### config.mk
export PLATFORM = sky130hd
export DESIGN_NAME = cdi_card_detect
export DESIGN_NICKNAME = d
export VERILOG_FILES = /design/src/cdi_pkg.sv /design/src/cdi_deb_if.sv /design/src/cdi_debounce.sv /design/src/cdi_card_detect.sv
export SDC_FILE = /design/constraint.sdc
export NUM_CORES = 1
export LEC_CHECK = 0
export BUFFER_PORTS_ARGS = -buffer_cell sky130_fd_sc_hd__buf_2
export CORE_MARGIN = 5
export CORE_UTILIZATION = 39
export DETAILED_ROUTE_END_ITERATION = 10
export HOLD_SLACK_MARGIN = 0.05
export PLACE_DENSITY = 0.54
export SYNTH_ARGS = -nofsm -noshare
export SYNTH_HDL_FRONTEND = slang
export SYNTH_SLANG_ARGS = --single-unit
### constraint.sdc
create_clock -name i_clk_sys -period 4.65 [get_ports i_clk_sys]
set_input_delay 0.6975 -clock i_clk_sys [delete_from_list [all_inputs] [get_ports i_clk_sys]]
set_output_delay 0.6975 -clock i_clk_sys [all_outputs]
set_load 0.05 [all_outputs]
### src/cdi_pkg.sv
// Constants and types shared by the card detect and interrogation block.
// Assumes a single 10 MHz system clock and an active-low asynchronous reset.
// Contract
// - 5 V-only socket always powers at 5 V.
// - On removal drop supplies, float card signals.
// - Sense inputs valid only with both detects low.
// - Supportable requested supply may be switched on.
// - Unsupported supply: stay unpowered, undriven, notify.
// - Without type-B support, assume 16-bit card.
// - One detect low may flag mis-insertion.
// - Valid insertion needs both debounced detects low.
// - Type-B socket drives sense low on removal.
// - Probe by raising each sense output alternately.
// - Sense outputs low except while probing.
// - Identify card type before signalling insertion.
// - Programming supplies stay at sensed level initially.
package cdi_pkg;

  localparam int unsigned CLK_PERIOD_NS   = 100;
  localparam int unsigned PROBE_SETTLE_NS = 500;
  localparam int unsigned DEBOUNCE_NS     = 1000000;
  localparam logic [3:0]  PROBE_CYC       =
    4'((PROBE_SETTLE_NS + CLK_PERIOD_NS - 1) / CLK_PERIOD_NS);
  localparam logic [15:0] DEBOUNCE_CYC    = 16'(DEBOUNCE_NS / CLK_PERIOD_NS);

  // Supply level one-hot bits, also used as the supported-supply code.
  localparam logic [3:0] SUP_NONE = 4'h0;
  localparam logic [3:0] SUP_5V   = 4'h1;
  localparam logic [3:0] SUP_3V3  = 4'h2;
  localparam logic [3:0] SUP_XV   = 4'h4;
  localparam logic [3:0] SUP_YV   = 4'h8;

  localparam logic [1:0] TYPE_NONE  = 2'h0;
  localparam logic [1:0] TYPE_16BIT = 2'h1;
  localparam logic [1:0] TYPE_B     = 2'h2;
  localparam logic [1:0] TYPE_RSVD  = 2'h3;

  // Sample word layout: {detect2, detect1, sense2, sense1}.
  localparam int unsigned SMP_VS1 = 0;
  localparam int unsigned SMP_VS2 = 1;
  localparam int unsigned SMP_CD1 = 2;
  localparam int unsigned SMP_CD2 = 3;

  localparam logic [1:0] SENSE_LOW   = 2'h0;
  localparam logic [1:0] SENSE_HI1   = 2'h1;
  localparam logic [1:0] SENSE_HI2   = 2'h2;
  localparam logic [1:0] DET_BOTH_LO = 2'h0;
  localparam logic [1:0] DET_BOTH_HI = 2'h3;

  typedef enum logic [2:0] {
    ST_IDLE, ST_PROBE1, ST_PROBE2, ST_DECIDE, ST_POWERED, ST_REJECT
  } cdi_state_t;

endpackage : cdi_pkg

### src/cdi_deb_if.sv
// Carries the card-detect levels between the top and its debouncer.
// Assumes both ends run on the same system clock.
`timescale 1ns/1ps
`default_nettype none
interface cdi_deb_if;
  logic [1:0] raw;
  logic [1:0] sync;
  logic [1:0] stable;
  modport filt (input raw, output sync, output stable);
  modport user (output raw, input sync, input stable);
endinterface : cdi_deb_if
`default_nettype wire

### src/cdi_debounce.sv
// Two-flop synchroniser and stability filter for the two card-detect pins.
// Assumes raw pin levels that are asynchronous to the system clock.
`timescale 1ns/1ps
`default_nettype none
module cdi_debounce
  import cdi_pkg::*;
#(
  parameter logic [15:0] P_DEBOUNCE_CYC = DEBOUNCE_CYC
) (
  input  wire logic i_clk_sys,
  input  wire logic i_reset_n,
  cdi_deb_if.filt   db
);

  logic [1:0]  sync1;
  logic [1:0]  sync2;
  logic [1:0]  stable;
  logic [15:0] cnt;
  logic [1:0]  last;
  logic [1:0]  next_stable;
  logic [15:0] next_cnt;

  // A new level must hold for the full count before it replaces the old one.
  always_comb begin
    next_stable = stable;
    next_cnt    = cnt;
    if (sync2 != last) begin
      next_cnt = 16'h0000;
    end else if (sync2 != stable) begin
      if (cnt >= P_DEBOUNCE_CYC - 16'h0001) begin
        next_stable = sync2;
        next_cnt    = 16'h0000;
      end else begin
        next_cnt = cnt + 16'h0001;
      end
    end
  end

  always_ff @(posedge i_clk_sys or negedge i_reset_n) begin
    if (!i_reset_n) begin
      sync1  <= DET_BOTH_HI;
      sync2  <= DET_BOTH_HI;
      last   <= DET_BOTH_HI;
      stable <= DET_BOTH_HI;
      cnt    <= 16'h0000;
    end else begin
      sync1  <= db.raw;
      sync2  <= sync1;
      last   <= sync2;
      stable <= next_stable;
      cnt    <= next_cnt;
    end
  end

  assign db.sync   = sync2;
  assign db.stable = stable;

endmodule : cdi_debounce
`default_nettype wire

### src/cdi_card_detect.sv
// Socket-side card detect, sense validation and card-type interrogation.
// Assumes detect pins pulled high off chip and sense pins with weak pull-ups.
`timescale 1ns/1ps
`default_nettype none
module cdi_card_detect
  import cdi_pkg::*;
#(
  parameter logic [15:0] P_DEBOUNCE_CYC = DEBOUNCE_CYC
) (
  input  wire logic       i_clk_sys,
  input  wire logic       i_reset_n,
  input  wire logic       i_five_volt_only,
  input  wire logic       i_typeb_enable,
  input  wire logic [3:0] i_supply_caps,
  input  wire logic [1:0] i_card_present_n,
  input  wire logic [1:0] i_volt_sense_in,
  output logic      [1:0] o_volt_sense_out,
  output logic      [1:0] o_volt_sense_oe,
  output logic      [3:0] o_vcc_sel,
  output logic      [3:0] o_vpp_sel,
  output logic            o_card_sig_en,
  output logic      [1:0] o_card_type,
  output logic      [3:0] o_supply_code,
  output logic            o_done,
  output logic            o_insert_event,
  output logic            o_reject_notify,
  output logic            o_misinsert_notify
);

  ////////////////////////////////////////////////////////////////////////////
  // Detect filtering and sense synchronisation.

  cdi_deb_if dbi ();
  assign dbi.raw = i_card_present_n;

  cdi_debounce #(.P_DEBOUNCE_CYC(P_DEBOUNCE_CYC)) u_deb (
    .i_clk_sys (i_clk_sys),
    .i_reset_n (i_reset_n),
    .db        (dbi.filt)
  );

  logic [1:0] vs_s1;
  logic [1:0] vs_s2;

  always_ff @(posedge i_clk_sys or negedge i_reset_n) begin
    if (!i_reset_n) begin
      vs_s1 <= DET_BOTH_HI;
      vs_s2 <= DET_BOTH_HI;
    end else begin
      vs_s1 <= i_volt_sense_in;
      vs_s2 <= vs_s1;
    end
  end

  ////////////////////////////////////////////////////////////////////////////
  // Decoding helpers.

  // Returns {type, supply}. A detect that follows a raised sense line is strapped to it.
  function automatic logic [5:0] decode(input logic [3:0] r1, input logic [3:0] r2);
    logic c11;
    logic c21;
    logic c12;
    logic c22;
    logic v1o;
    logic v1g;
    logic v2o;
    logic v2g;
    c11 = r1[SMP_CD1];
    c21 = r1[SMP_CD2];
    c12 = r2[SMP_CD1];
    c22 = r2[SMP_CD2];
    v1g = !r1[SMP_VS1];
    v1o = r1[SMP_VS1] && !c11 && !c21;
    v2g = !r2[SMP_VS2];
    v2o = r2[SMP_VS2] && !c12 && !c22;
    decode = {TYPE_RSVD, SUP_NONE};
    if (!(c11 || c21 || c12 || c22)) begin
      if (v2o && v1o)      decode = {TYPE_16BIT, SUP_5V};
      else if (v2o && v1g) decode = {TYPE_16BIT, SUP_5V | SUP_3V3};
      else if (v2g && v1g) decode = {TYPE_16BIT, SUP_5V | SUP_3V3 | SUP_XV};
      else if (v2g && v1o) decode = {TYPE_16BIT, SUP_XV};
    end else if (c11 && !c22 && !c12 && v2o) begin
      decode = {TYPE_B, SUP_3V3};
    end else if (c22 && v1g) begin
      decode = {TYPE_B, SUP_3V3 | SUP_XV};
    end else if (c21 && v2g) begin
      decode = {TYPE_B, SUP_3V3 | SUP_XV | SUP_YV};
    end else if (c22 && v1o) begin
      decode = {TYPE_B, SUP_XV};
    end else if (c12 && v1o) begin
      decode = {TYPE_B, SUP_XV | SUP_YV};
    end else if (c21 && v2o) begin
      decode = {TYPE_B, SUP_YV};
    end
  endfunction : decode

  // Highest requested level that the socket can also supply, or none.
  function automatic logic [3:0] pick(input logic [3:0] req);
    pick = SUP_NONE;
    for (int i = 3; i >= 0; i--) begin
      if (req[i]) pick = SUP_NONE | (4'h1 << i);
    end
  endfunction : pick

  ////////////////////////////////////////////////////////////////////////////
  // Insertion and interrogation sequencer.

  cdi_state_t state;
  cdi_state_t next_state;
  logic [3:0] tmr;
  logic [3:0] next_tmr;
  logic [3:0] smp1;
  logic [3:0] next_smp1;
  logic [3:0] smp2;
  logic [3:0] next_smp2;
  logic [3:0] next_vcc;
  logic [1:0] next_type;
  logic [3:0] next_code;
  logic       next_done;
  logic       next_event;
  logic       next_reject;
  logic       next_mis;
  logic [1:0] next_sense;
  logic [5:0] dec;
  logic       valid_ins;

  // Sense inputs are only believed while both detects are stably low.
  assign valid_ins = (dbi.stable == DET_BOTH_LO);
  assign dec       = decode(smp1, smp2);

  always_comb begin
    next_state  = state;
    next_tmr    = tmr;
    next_smp1   = smp1;
    next_smp2   = smp2;
    next_vcc    = o_vcc_sel;
    next_type   = o_card_type;
    next_code   = o_supply_code;
    next_done   = o_done;
    next_event  = 1'b0;
    next_reject = o_reject_notify;
    next_mis    = 1'b0;
    case (state)
      ST_IDLE: begin
        next_mis = !i_typeb_enable && (dbi.stable[0] != dbi.stable[1]);
        next_tmr = 4'h0;
        if (valid_ins) begin
          if (i_five_volt_only) begin
            next_vcc   = SUP_5V;
            next_type  = TYPE_16BIT;
            next_code  = SUP_5V;
            next_done  = 1'b1;
            next_event = 1'b1;
            next_state = ST_POWERED;
          end else if (i_typeb_enable) begin
            next_state = ST_PROBE1;
          end else begin
            // Sense lines float on their pull-ups here; one sample serves both probes.
            next_smp1  = {dbi.sync, vs_s2};
            next_smp2  = {dbi.sync, vs_s2};
            next_state = ST_DECIDE;
          end
        end
      end
      ST_PROBE1, ST_PROBE2: begin
        if (tmr == PROBE_CYC - 4'h1) begin
          next_tmr = 4'h0;
          if (state == ST_PROBE1) begin
            next_smp1  = {dbi.sync, vs_s2};
            next_state = ST_PROBE2;
          end else begin
            next_smp2  = {dbi.sync, vs_s2};
            next_state = ST_DECIDE;
          end
        end else begin
          next_tmr = tmr + 4'h1;
        end
      end
      ST_DECIDE: begin
        next_type  = i_typeb_enable ? dec[5:4] : TYPE_16BIT;
        next_code  = dec[3:0];
        next_vcc   = pick(dec[3:0] & i_supply_caps);
        next_done  = 1'b1;
        next_event = 1'b1;
        if (pick(dec[3:0] & i_supply_caps) == SUP_NONE) begin
          next_reject = 1'b1;
          next_state  = ST_REJECT;
        end else begin
          next_state = ST_POWERED;
        end
      end
      ST_POWERED, ST_REJECT: begin
      end
      default: begin
        next_state = ST_IDLE;
      end
    endcase
    // Removal tears everything down without software.
    if (!valid_ins && state != ST_IDLE) begin
      next_state  = ST_IDLE;
      next_vcc    = SUP_NONE;
      next_type   = TYPE_NONE;
      next_code   = SUP_NONE;
      next_done   = 1'b0;
      next_event  = 1'b0;
      next_reject = 1'b0;
    end
    case (next_state)
      ST_PROBE1: next_sense = SENSE_HI1;
      ST_PROBE2: next_sense = SENSE_HI2;
      default:   next_sense = SENSE_LOW;
    endcase
  end

  always_ff @(posedge i_clk_sys or negedge i_reset_n) begin
    if (!i_reset_n) begin
      state              <= ST_IDLE;
      tmr                <= 4'h0;
      smp1               <= 4'h0;
      smp2               <= 4'h0;
      o_vcc_sel          <= SUP_NONE;
      o_card_type        <= TYPE_NONE;
      o_supply_code      <= SUP_NONE;
      o_done             <= 1'b0;
      o_insert_event     <= 1'b0;
      o_reject_notify    <= 1'b0;
      o_misinsert_notify <= 1'b0;
      o_volt_sense_out   <= SENSE_LOW;
    end else begin
      state              <= next_state;
      tmr                <= next_tmr;
      smp1               <= next_smp1;
      smp2               <= next_smp2;
      o_vcc_sel          <= next_vcc;
      o_card_type        <= next_type;
      o_supply_code      <= next_code;
      o_done             <= next_done;
      o_insert_event     <= next_event;
      o_reject_notify    <= next_reject;
      o_misinsert_notify <= next_mis;
      o_volt_sense_out   <= next_sense;
    end
  end

  // Programming supplies follow the selected supply; nothing in this block retunes them.
  assign o_vpp_sel       = o_vcc_sel;
  // Card signals are only driven once the card is powered.
  assign o_card_sig_en   = (o_vcc_sel != SUP_NONE);
  // A 16-bit-only socket leaves its sense lines to the pull-ups.
  assign o_volt_sense_oe = i_typeb_enable ? DET_BOTH_HI : DET_BOTH_LO;
endmodule : cdi_card_detect
`default_nettype wire

==> impl_metrics.csv, run 1 <==
group,metric,value,unit
synthesis,syn_nets,317,
run_status,status,"complete, no violations",
detailed_routing,wl,6170,um
sta,finalHoldViolations,0,
synthesis,ys.warnings.count,0,
floorplanning,initial_core_util,39.9,%
clock_network,post_cts_buffers,0,
clock_network,cts_tree,"done",
detailed_routing,viasPerCell,5.21,
global_route,grt_max_degree,58,
synthesis,synthesis.area,2880,um2
detailed_routing,final_antenna_net_count,0,
place,numPortBuffers,34,
floorplanning,num_rows,31,
pwr,peakVddDrop,0.142,mV
detailed_routing,drt_first_iter_violations,123,
sta,finalClockSkew,0.0110,ns
global_route,met2_usage,20.4,%
detailed_routing,via_count,2244,
synthesis,avgSynthCellArea,9.57,um2
global_route,grtUsageMet1,20.7,%
global_route,grt_pass1_wl,10100,um
clock_network,holdBufCountCts,0,
sta,finalWorstSetupSlack,2.36,ns
clock_network,ctsHtreeMaxLevel,3,
sta,period_needed,2.29,ns
sta,tightest_slew,1.01,ns
finish,final_cell_area,3250,um2
worst_hold_path,min_to,"vs_s2[1]",
finish,area_delta_synth_final,12.7,%
critical_path,reg2reg_depth,6,
pwr,p_per_area,292,nW/um2
synthesis,ys_seq_area_share,50.0,%
flow_run,cap_violations,0,
sta,relSlewSlack,32.1,%
synthesis,synthCells,301,
worst_hold_path,hold_depth,0,
clock_network,cts_buffers,9,
critical_path,cp_max_fo,12,
worst_hold_path,hold_path_class,"register to register",
place,post-place-ws,2.38,ns
finish,drive_gt1_share,21.1,%
sta,hold_ws,0.354,ns
critical_path,regToRegEndpoint,"u_deb.cnt[12]",
global_route,grt_use_met3,4.38,%
detailed_routing,post_drt_wl_per_cell,14.3,um
clock_network,clkSinkCount,57,
floorplanning,die_h,96.0,um
global_route,antenna_found_initial,0,
critical_path,crit_arrival,2.53,ns
finish,final_common_cell,"dfrtp_1",
sta,setup_viol,0,
floorplanning,io_pins,35,
critical_path,r2r_start,"u_deb.cnt[0]",
critical_path,r2r_setup_slack,2.36,ns
critical_path,cp-end-kind,"register",
floorplanning,die-width,96.0,um
clock_network,clock_path_buffers,2,
place,placement.cell_area,3090,um2
synthesis,ys_ff_latch,57,
clock_network,root_buffer,"clkbuf_8",
floorplanning,fp.dieArea,9210,um2
synthesis,ys_types,48,
place,place_hpwl,4230,um
global_route,overflow,0,
clock_network,post_cts_resized,0,
place,place_congestion,0.843,
floorplanning,design.core.area,7210,um2
finish,mostFrequentLayoutCells,"45 x dfrtp_1, 34 x buf_2, 31 x nand2_1, 24 x nor2_1, 23 x o21ai_0",
critical_path,crit_path_start_kind,"register",
synthesis,synth-edff-count,0,
pwr,total_power,0.947,mW
sta,slew_violations,0,
pwr,leakage,1.44,nW
finish,finalNetCount,343,
global_route,busiest_layer,"met1",
synthesis,synthArstFlopShare,100,%
critical_path,crit_type,"register to register",
critical_path,worstPathRequired,4.89,ns
global_route,grt_pass1_vias,2026,
clock_network,insertion_delay,0.33,ns
sta,rsz0062_at_grt,"no",
finish,diodes,0,
sta,post-route-period-util,49.2,%
synthesis,synth-main-ff-cell,"dfrtp_1",
finish,nFillCells,746,
global_route,grt_usage,14.6,%
sta,max_freq,0.438,GHz
sta,tns,0,ns
clock_network,clk_pin_slew,0.06,ns
detailed_routing,drtPass1Iterations,5,
worst_hold_path,min_from,"vs_s1[1]",
detailed_routing,drc,0,
kinds of logic after synthesis:
kind of cell	Yosys count	synth area share, %
DFF	57	50.0
buffers and inverters	33	5.17
and+or+nand+nor	122	22.2
xor gates and xnor gates	5	1.52
muxes	8	3.13
AOI/OAI and AO/OA	72	16.2
adders and majority gates	4	1.74
per-stage QoR:
stage / util (%) / instances
2_1_floorplan: - / 301
3_3_place_gp: 42.8 / 415
3_5_place_dp: 42.8 / 415
4_1_cts: 45.0 / 431
5_1_grt: 45.0 / 431
6_report: 45.0 / 431
report_power, final:
part,switching [mW],internal [mW]
registers,0.00402,0.505
clock network,0.184,0.210
logic,0.0304,0.0135
critical path, stage by stage, from the launching register on:
cell,delay [ns]
dfrtp_1,0.40
ha_1,0.23
nand3_1,0.21
a211oi_2,0.22
nor3_1,0.82
nand3b_1,0.15
a21oi_1,0.17
synth_stat cells, types with 3 or more instances:
| cell type | count | area (um2) |
|---|---|---|
| a32o_1 | 3 | 30.0 |
| inv_1 | 12 | 45.0 |
| nand3b_1 | 5 | 37.5 |
| o21a_1 | 3 | 22.5 |
| or3_1 | 4 | 25.0 |
| xnor2_1 | 5 | 43.8 |
| nand2_1 | 31 | 116 |
| ha_1 | 4 | 50.1 |
| nor2_1 | 24 | 90.1 |
| a21oi_1 | 16 | 80.1 |
| nor3_1 | 10 | 50.1 |
| mux2_2 | 8 | 90.1 |
| dfrtp_1 | 45 | 1130 |
| nand4_1 | 3 | 18.8 |
| nand3_1 | 8 | 40.0 |
| or4_1 | 4 | 30.0 |
| o21ai_0 | 23 | 115 |
| clkbuf_1 | 13 | 48.8 |
| o22ai_1 | 3 | 18.8 |
| buf_4 | 6 | 45.0 |
| and2_1 | 4 | 25.0 |
| nor2b_1 | 7 | 43.8 |
| nand2b_1 | 7 | 43.8 |
| nor4_1 | 5 | 31.3 |
| a22o_1 | 6 | 52.6 |
| a31oi_1 | 4 | 25.0 |
| dfstp_2 | 12 | 315 |
per-layer routing:
metal	routed length [um]	vias to the layer above
li1	-	1122
met1	3080	1061
met2	2710	54
met3	301	7
met4	81	0
met5	0	-
final cells by class:
class / instances / area [um2] / area share [%]
multi-input combinational: 211 / 1290 / 39.8
tap: 99 / 124 / 3.82
sequential: 57 / 1440 / 44.4
timing repair buffer: 36 / 185 / 5.70
clock buffer: 16 / 160 / 4.93
inverter: 12 / 45.0 / 1.39
state kept, by name, indices dropped and copies added, names as in the netlist:
name and count:
o_volt_sense_out 2, o_reject_notify 1, state 3, u_deb.db.sync 2, u_deb.db.stable 2, smp1 3
u_deb.last 2, o_done 1, u_deb.sync1 2, tmr 4, o_supply_code 4, o_card_type 2
u_deb.cnt 16, vs_s2 2, vs_s1 2, o_insert_event 1, o_vcc_sel 4, o_misinsert_notify 1
smp2 3
worst max path at each step:
stage	from	end	slack (ns)	cells past startpoint
after floorplan	o_vcc_sel[1]	o_card_sig_en	2.56	1
after global placement	u_deb.db.sync[0]	u_deb.cnt[9]	2.42	5
after detailed placement	u_deb.db.sync[1]	u_deb.cnt[10]	2.38	5
after CTS	u_deb.cnt[0]	u_deb.db.stable[1]	2.40	6
after global routing	state[1]	o_reject_notify	2.17	5
final	u_deb.cnt[0]	u_deb.cnt[12]	2.36	6
(Power assumes the default switching activity.)
==> run 2: changes to the inputs <==
--- a/config.mk
+++ b/config.mk
@@ -10,7 +10,7 @@
 export CORE_UTILIZATION = 39
 export DETAILED_ROUTE_END_ITERATION = 10
 export HOLD_SLACK_MARGIN = 0.05
-export PLACE_DENSITY = 0.54
+export PLACE_DENSITY = 0.56
 export SYNTH_ARGS = -nofsm -noshare
 export SYNTH_HDL_FRONTEND = slang
 export SYNTH_SLANG_ARGS = --single-unit
==> constraint.sdc (replaced) <==
create_clock -name i_clk_sys -period 2 [get_ports i_clk_sys]
set_input_delay 0.3 -clock i_clk_sys [delete_from_list [all_inputs] [get_ports i_clk_sys]]
set_output_delay 0.3 -clock i_clk_sys [all_outputs]
set_load 0.05 [all_outputs]
==> run 2 against run 1 <==
Against the previous run: setup slack worse by 2.3 ns; final cell count rose by 4.6%; global-route usage is 0.81 points higher; sequential share of layout area shrank 3.0 points; first-iteration DRC count is 31% higher; critical path depth down 1; fmax rose by 18%; power grew 150%.
==> impl_metrics.csv, run 2 (same netlist as run 1, synthesis figures left out) <==
group,metric,value,unit
run_status,status,"complete, no violations",
critical_path,worstPathRequired,2.25,ns
clock_network,root_buffer,"clkbuf_8",
sta,finalClockSkew,0.00901,ns
floorplanning,die_h,96.0,um
critical_path,slowest_delay,0.58,ns
place,post-place-cells,433,
finish,diodes,0,
sta,rsz0062_at_grt,"no",
critical_path,worst-path-buf-inv,0,
critical_path,crit_path_start_kind,"register",
global_route,grt_pass1_vias,2223,
sta,max_freq,0.518,GHz
critical_path,crit_type,"register to register",
floorplanning,fp.dieArea,9210,um2
sta,relSlewSlack,60.5,%
critical_path,path_depth,5,
critical_path,timing.critical_path.cells,"xnor2_1 -> and2_4 -> or4_4 -> or3_1 -> o21ai_0",
detailed_routing,via_count,2411,
critical_path,regToRegEndpoint,"u_deb.cnt[10]",
detailed_routing,viasPerCell,5.35,
finish,nFillCells,711,
sta,slew_violations,0,
detailed_routing,post_drt_wl_per_cell,14.5,um
place,placement.cell_area,3230,um2
finish,mostFrequentLayoutCells,"45 x dfrtp_1, 34 x buf_2, 31 x nand2_1, 24 x nor2_1, 23 x o21ai_0",
finish,largest_register,"u_deb.cnt",
place,place_congestion,0.790,
detailed_routing,drc,0,
global_route,grt_max_degree,37,
global_route,grt_pass1_wl,10900,um
detailed_routing,final_antenna_net_count,0,
clock_network,clk_pin_slew,0.07,ns
clock_network,cts_buffers,9,
sta,period_needed,1.93,ns
detailed_routing,drtPass1Iterations,5,
worst_hold_path,min_to,"u_deb.sync1[1]",
finish,final_cell_area,3480,um2
critical_path,path_delay_family,"simple AND/OR/NAND/NOR gates",
sta,setup_viol,0,
detailed_routing,wl,6550,um
critical_path,cp_max_fo,6,
flow_run,cap_violations,0,
critical_path,cp_slowest_cell,"dfstp_2",
clock_network,clkSinkCount,57,
floorplanning,io_pins,35,
clock_network,ctsHtreeMaxLevel,3,
pwr,p_per_area,667,nW/um2
critical_path,r2r_setup_slack,0.07,ns
critical_path,reg2reg_depth,5,
worst_hold_path,hold_path_class,"input pin to register",
critical_path,r2r_start,"u_deb.db.sync[0]",
floorplanning,die-width,96.0,um
clock_network,insertion_delay,0.33,ns
floorplanning,num_rows,31,
global_route,grt_usage,15.4,%
sta,finalWorstSetupSlack,0.0700,ns
finish,final_common_cell,"dfrtp_1",
global_route,antenna_found_initial,0,
worst_hold_path,min_from,"i_card_present_n[1]",
finish,stdcell_count,451,
sta,tightest_slew,0.589,ns
clock_network,post_cts_buffers,0,
finish,finalNetCount,363,
clock_network,cts_tree,"done",
floorplanning,design.core.area,7210,um2
place,place_hpwl,4710,um
finish,area_delta_synth_final,20.9,%
sta,finalHoldViolations,0,
worst_hold_path,hold_depth,1,
global_route,overflow,0,
critical_path,cp-end-kind,"register",
detailed_routing,drt_first_iter_violations,161,
finish,drive_gt1_share,27.8,%
finish,largest_reg_flops,16,
pwr,peakVddDrop,0.366,mV
finish,final_util,48.3,%
floorplanning,initial_core_util,39.9,%
clock_network,clock_path_buffers,2,
pwr,leakage,1.57,nW
place,numPortBuffers,34,
place,post-place-ws,-0.0759,ns
sta,post-route-period-util,96.5,%
critical_path,crit_arrival,2.18,ns
==> run 2: final cells by class <==
type                       count  area [um2]  area share (%)
clock buffer                  14         183            5.24
clock inverter                 2        10.0           0.287
inverter                      12        45.0            1.29
multi-input combinational    211        1330            38.1
sequential                    57        1440            41.4
tap                           99         124            3.55
timing repair buffer          56         353            10.1
==> run 2: worst max path at each step <==
stage                       startpoint               to  slack, ns
CTS                            smp2[1]  o_reject_notify       0.04
floorplan           u_deb.db.stable[0]   o_card_type[0]       0.13
global route          u_deb.db.sync[0]    u_deb.cnt[10]     0.0007
global placement          u_deb.cnt[6]     u_deb.cnt[2]      -0.02
detailed placement        u_deb.cnt[6]    u_deb.cnt[12]      -0.08
finish                u_deb.db.sync[0]    u_deb.cnt[10]       0.07
==> run 2: where the power goes <==
part | leakage [nW] | internal (mW) | switching [mW]
Clock | 0.102 | 0.582 | 0.444
Combinational | 0.717 | 0.0415 | 0.0727
Sequential | 0.749 | 1.17 | 0.00853
==> run 2: metrics by stage <==
step	power, mW	setup TNS, ns	hold WS (ns)
5_1_grt	2.43	0	0.0513
2_1_floorplan	1.26	0	0.00441
6_report	2.32	0	0.0690
3_3_place_gp	1.32	-0.0562	0.303
4_1_cts	2.36	0	0.0506
3_5_place_dp	1.32	-0.458	0.302
==> run 2: layer usage <==
metal  part of all wire (%)  global-route usage, %  vias to the layer above
met1                     50                   22.4                     1181
met5                      0                      0                        -
met4                    1.7                   7.46                        0
met3                    4.2                   2.89                        9
li1                       -                      -                     1169
met2                     44                   21.7                       52
==> run 2: repair_timing <==
item / 4_1_cts / 5_1_grt
endpoints found under the setup margin: 8 / 6
endpoints found under the hold margin: 22 / 0
hold buffers: 2 / 0
resized for setup: 1 / 5
gates cloned: 0 / 0
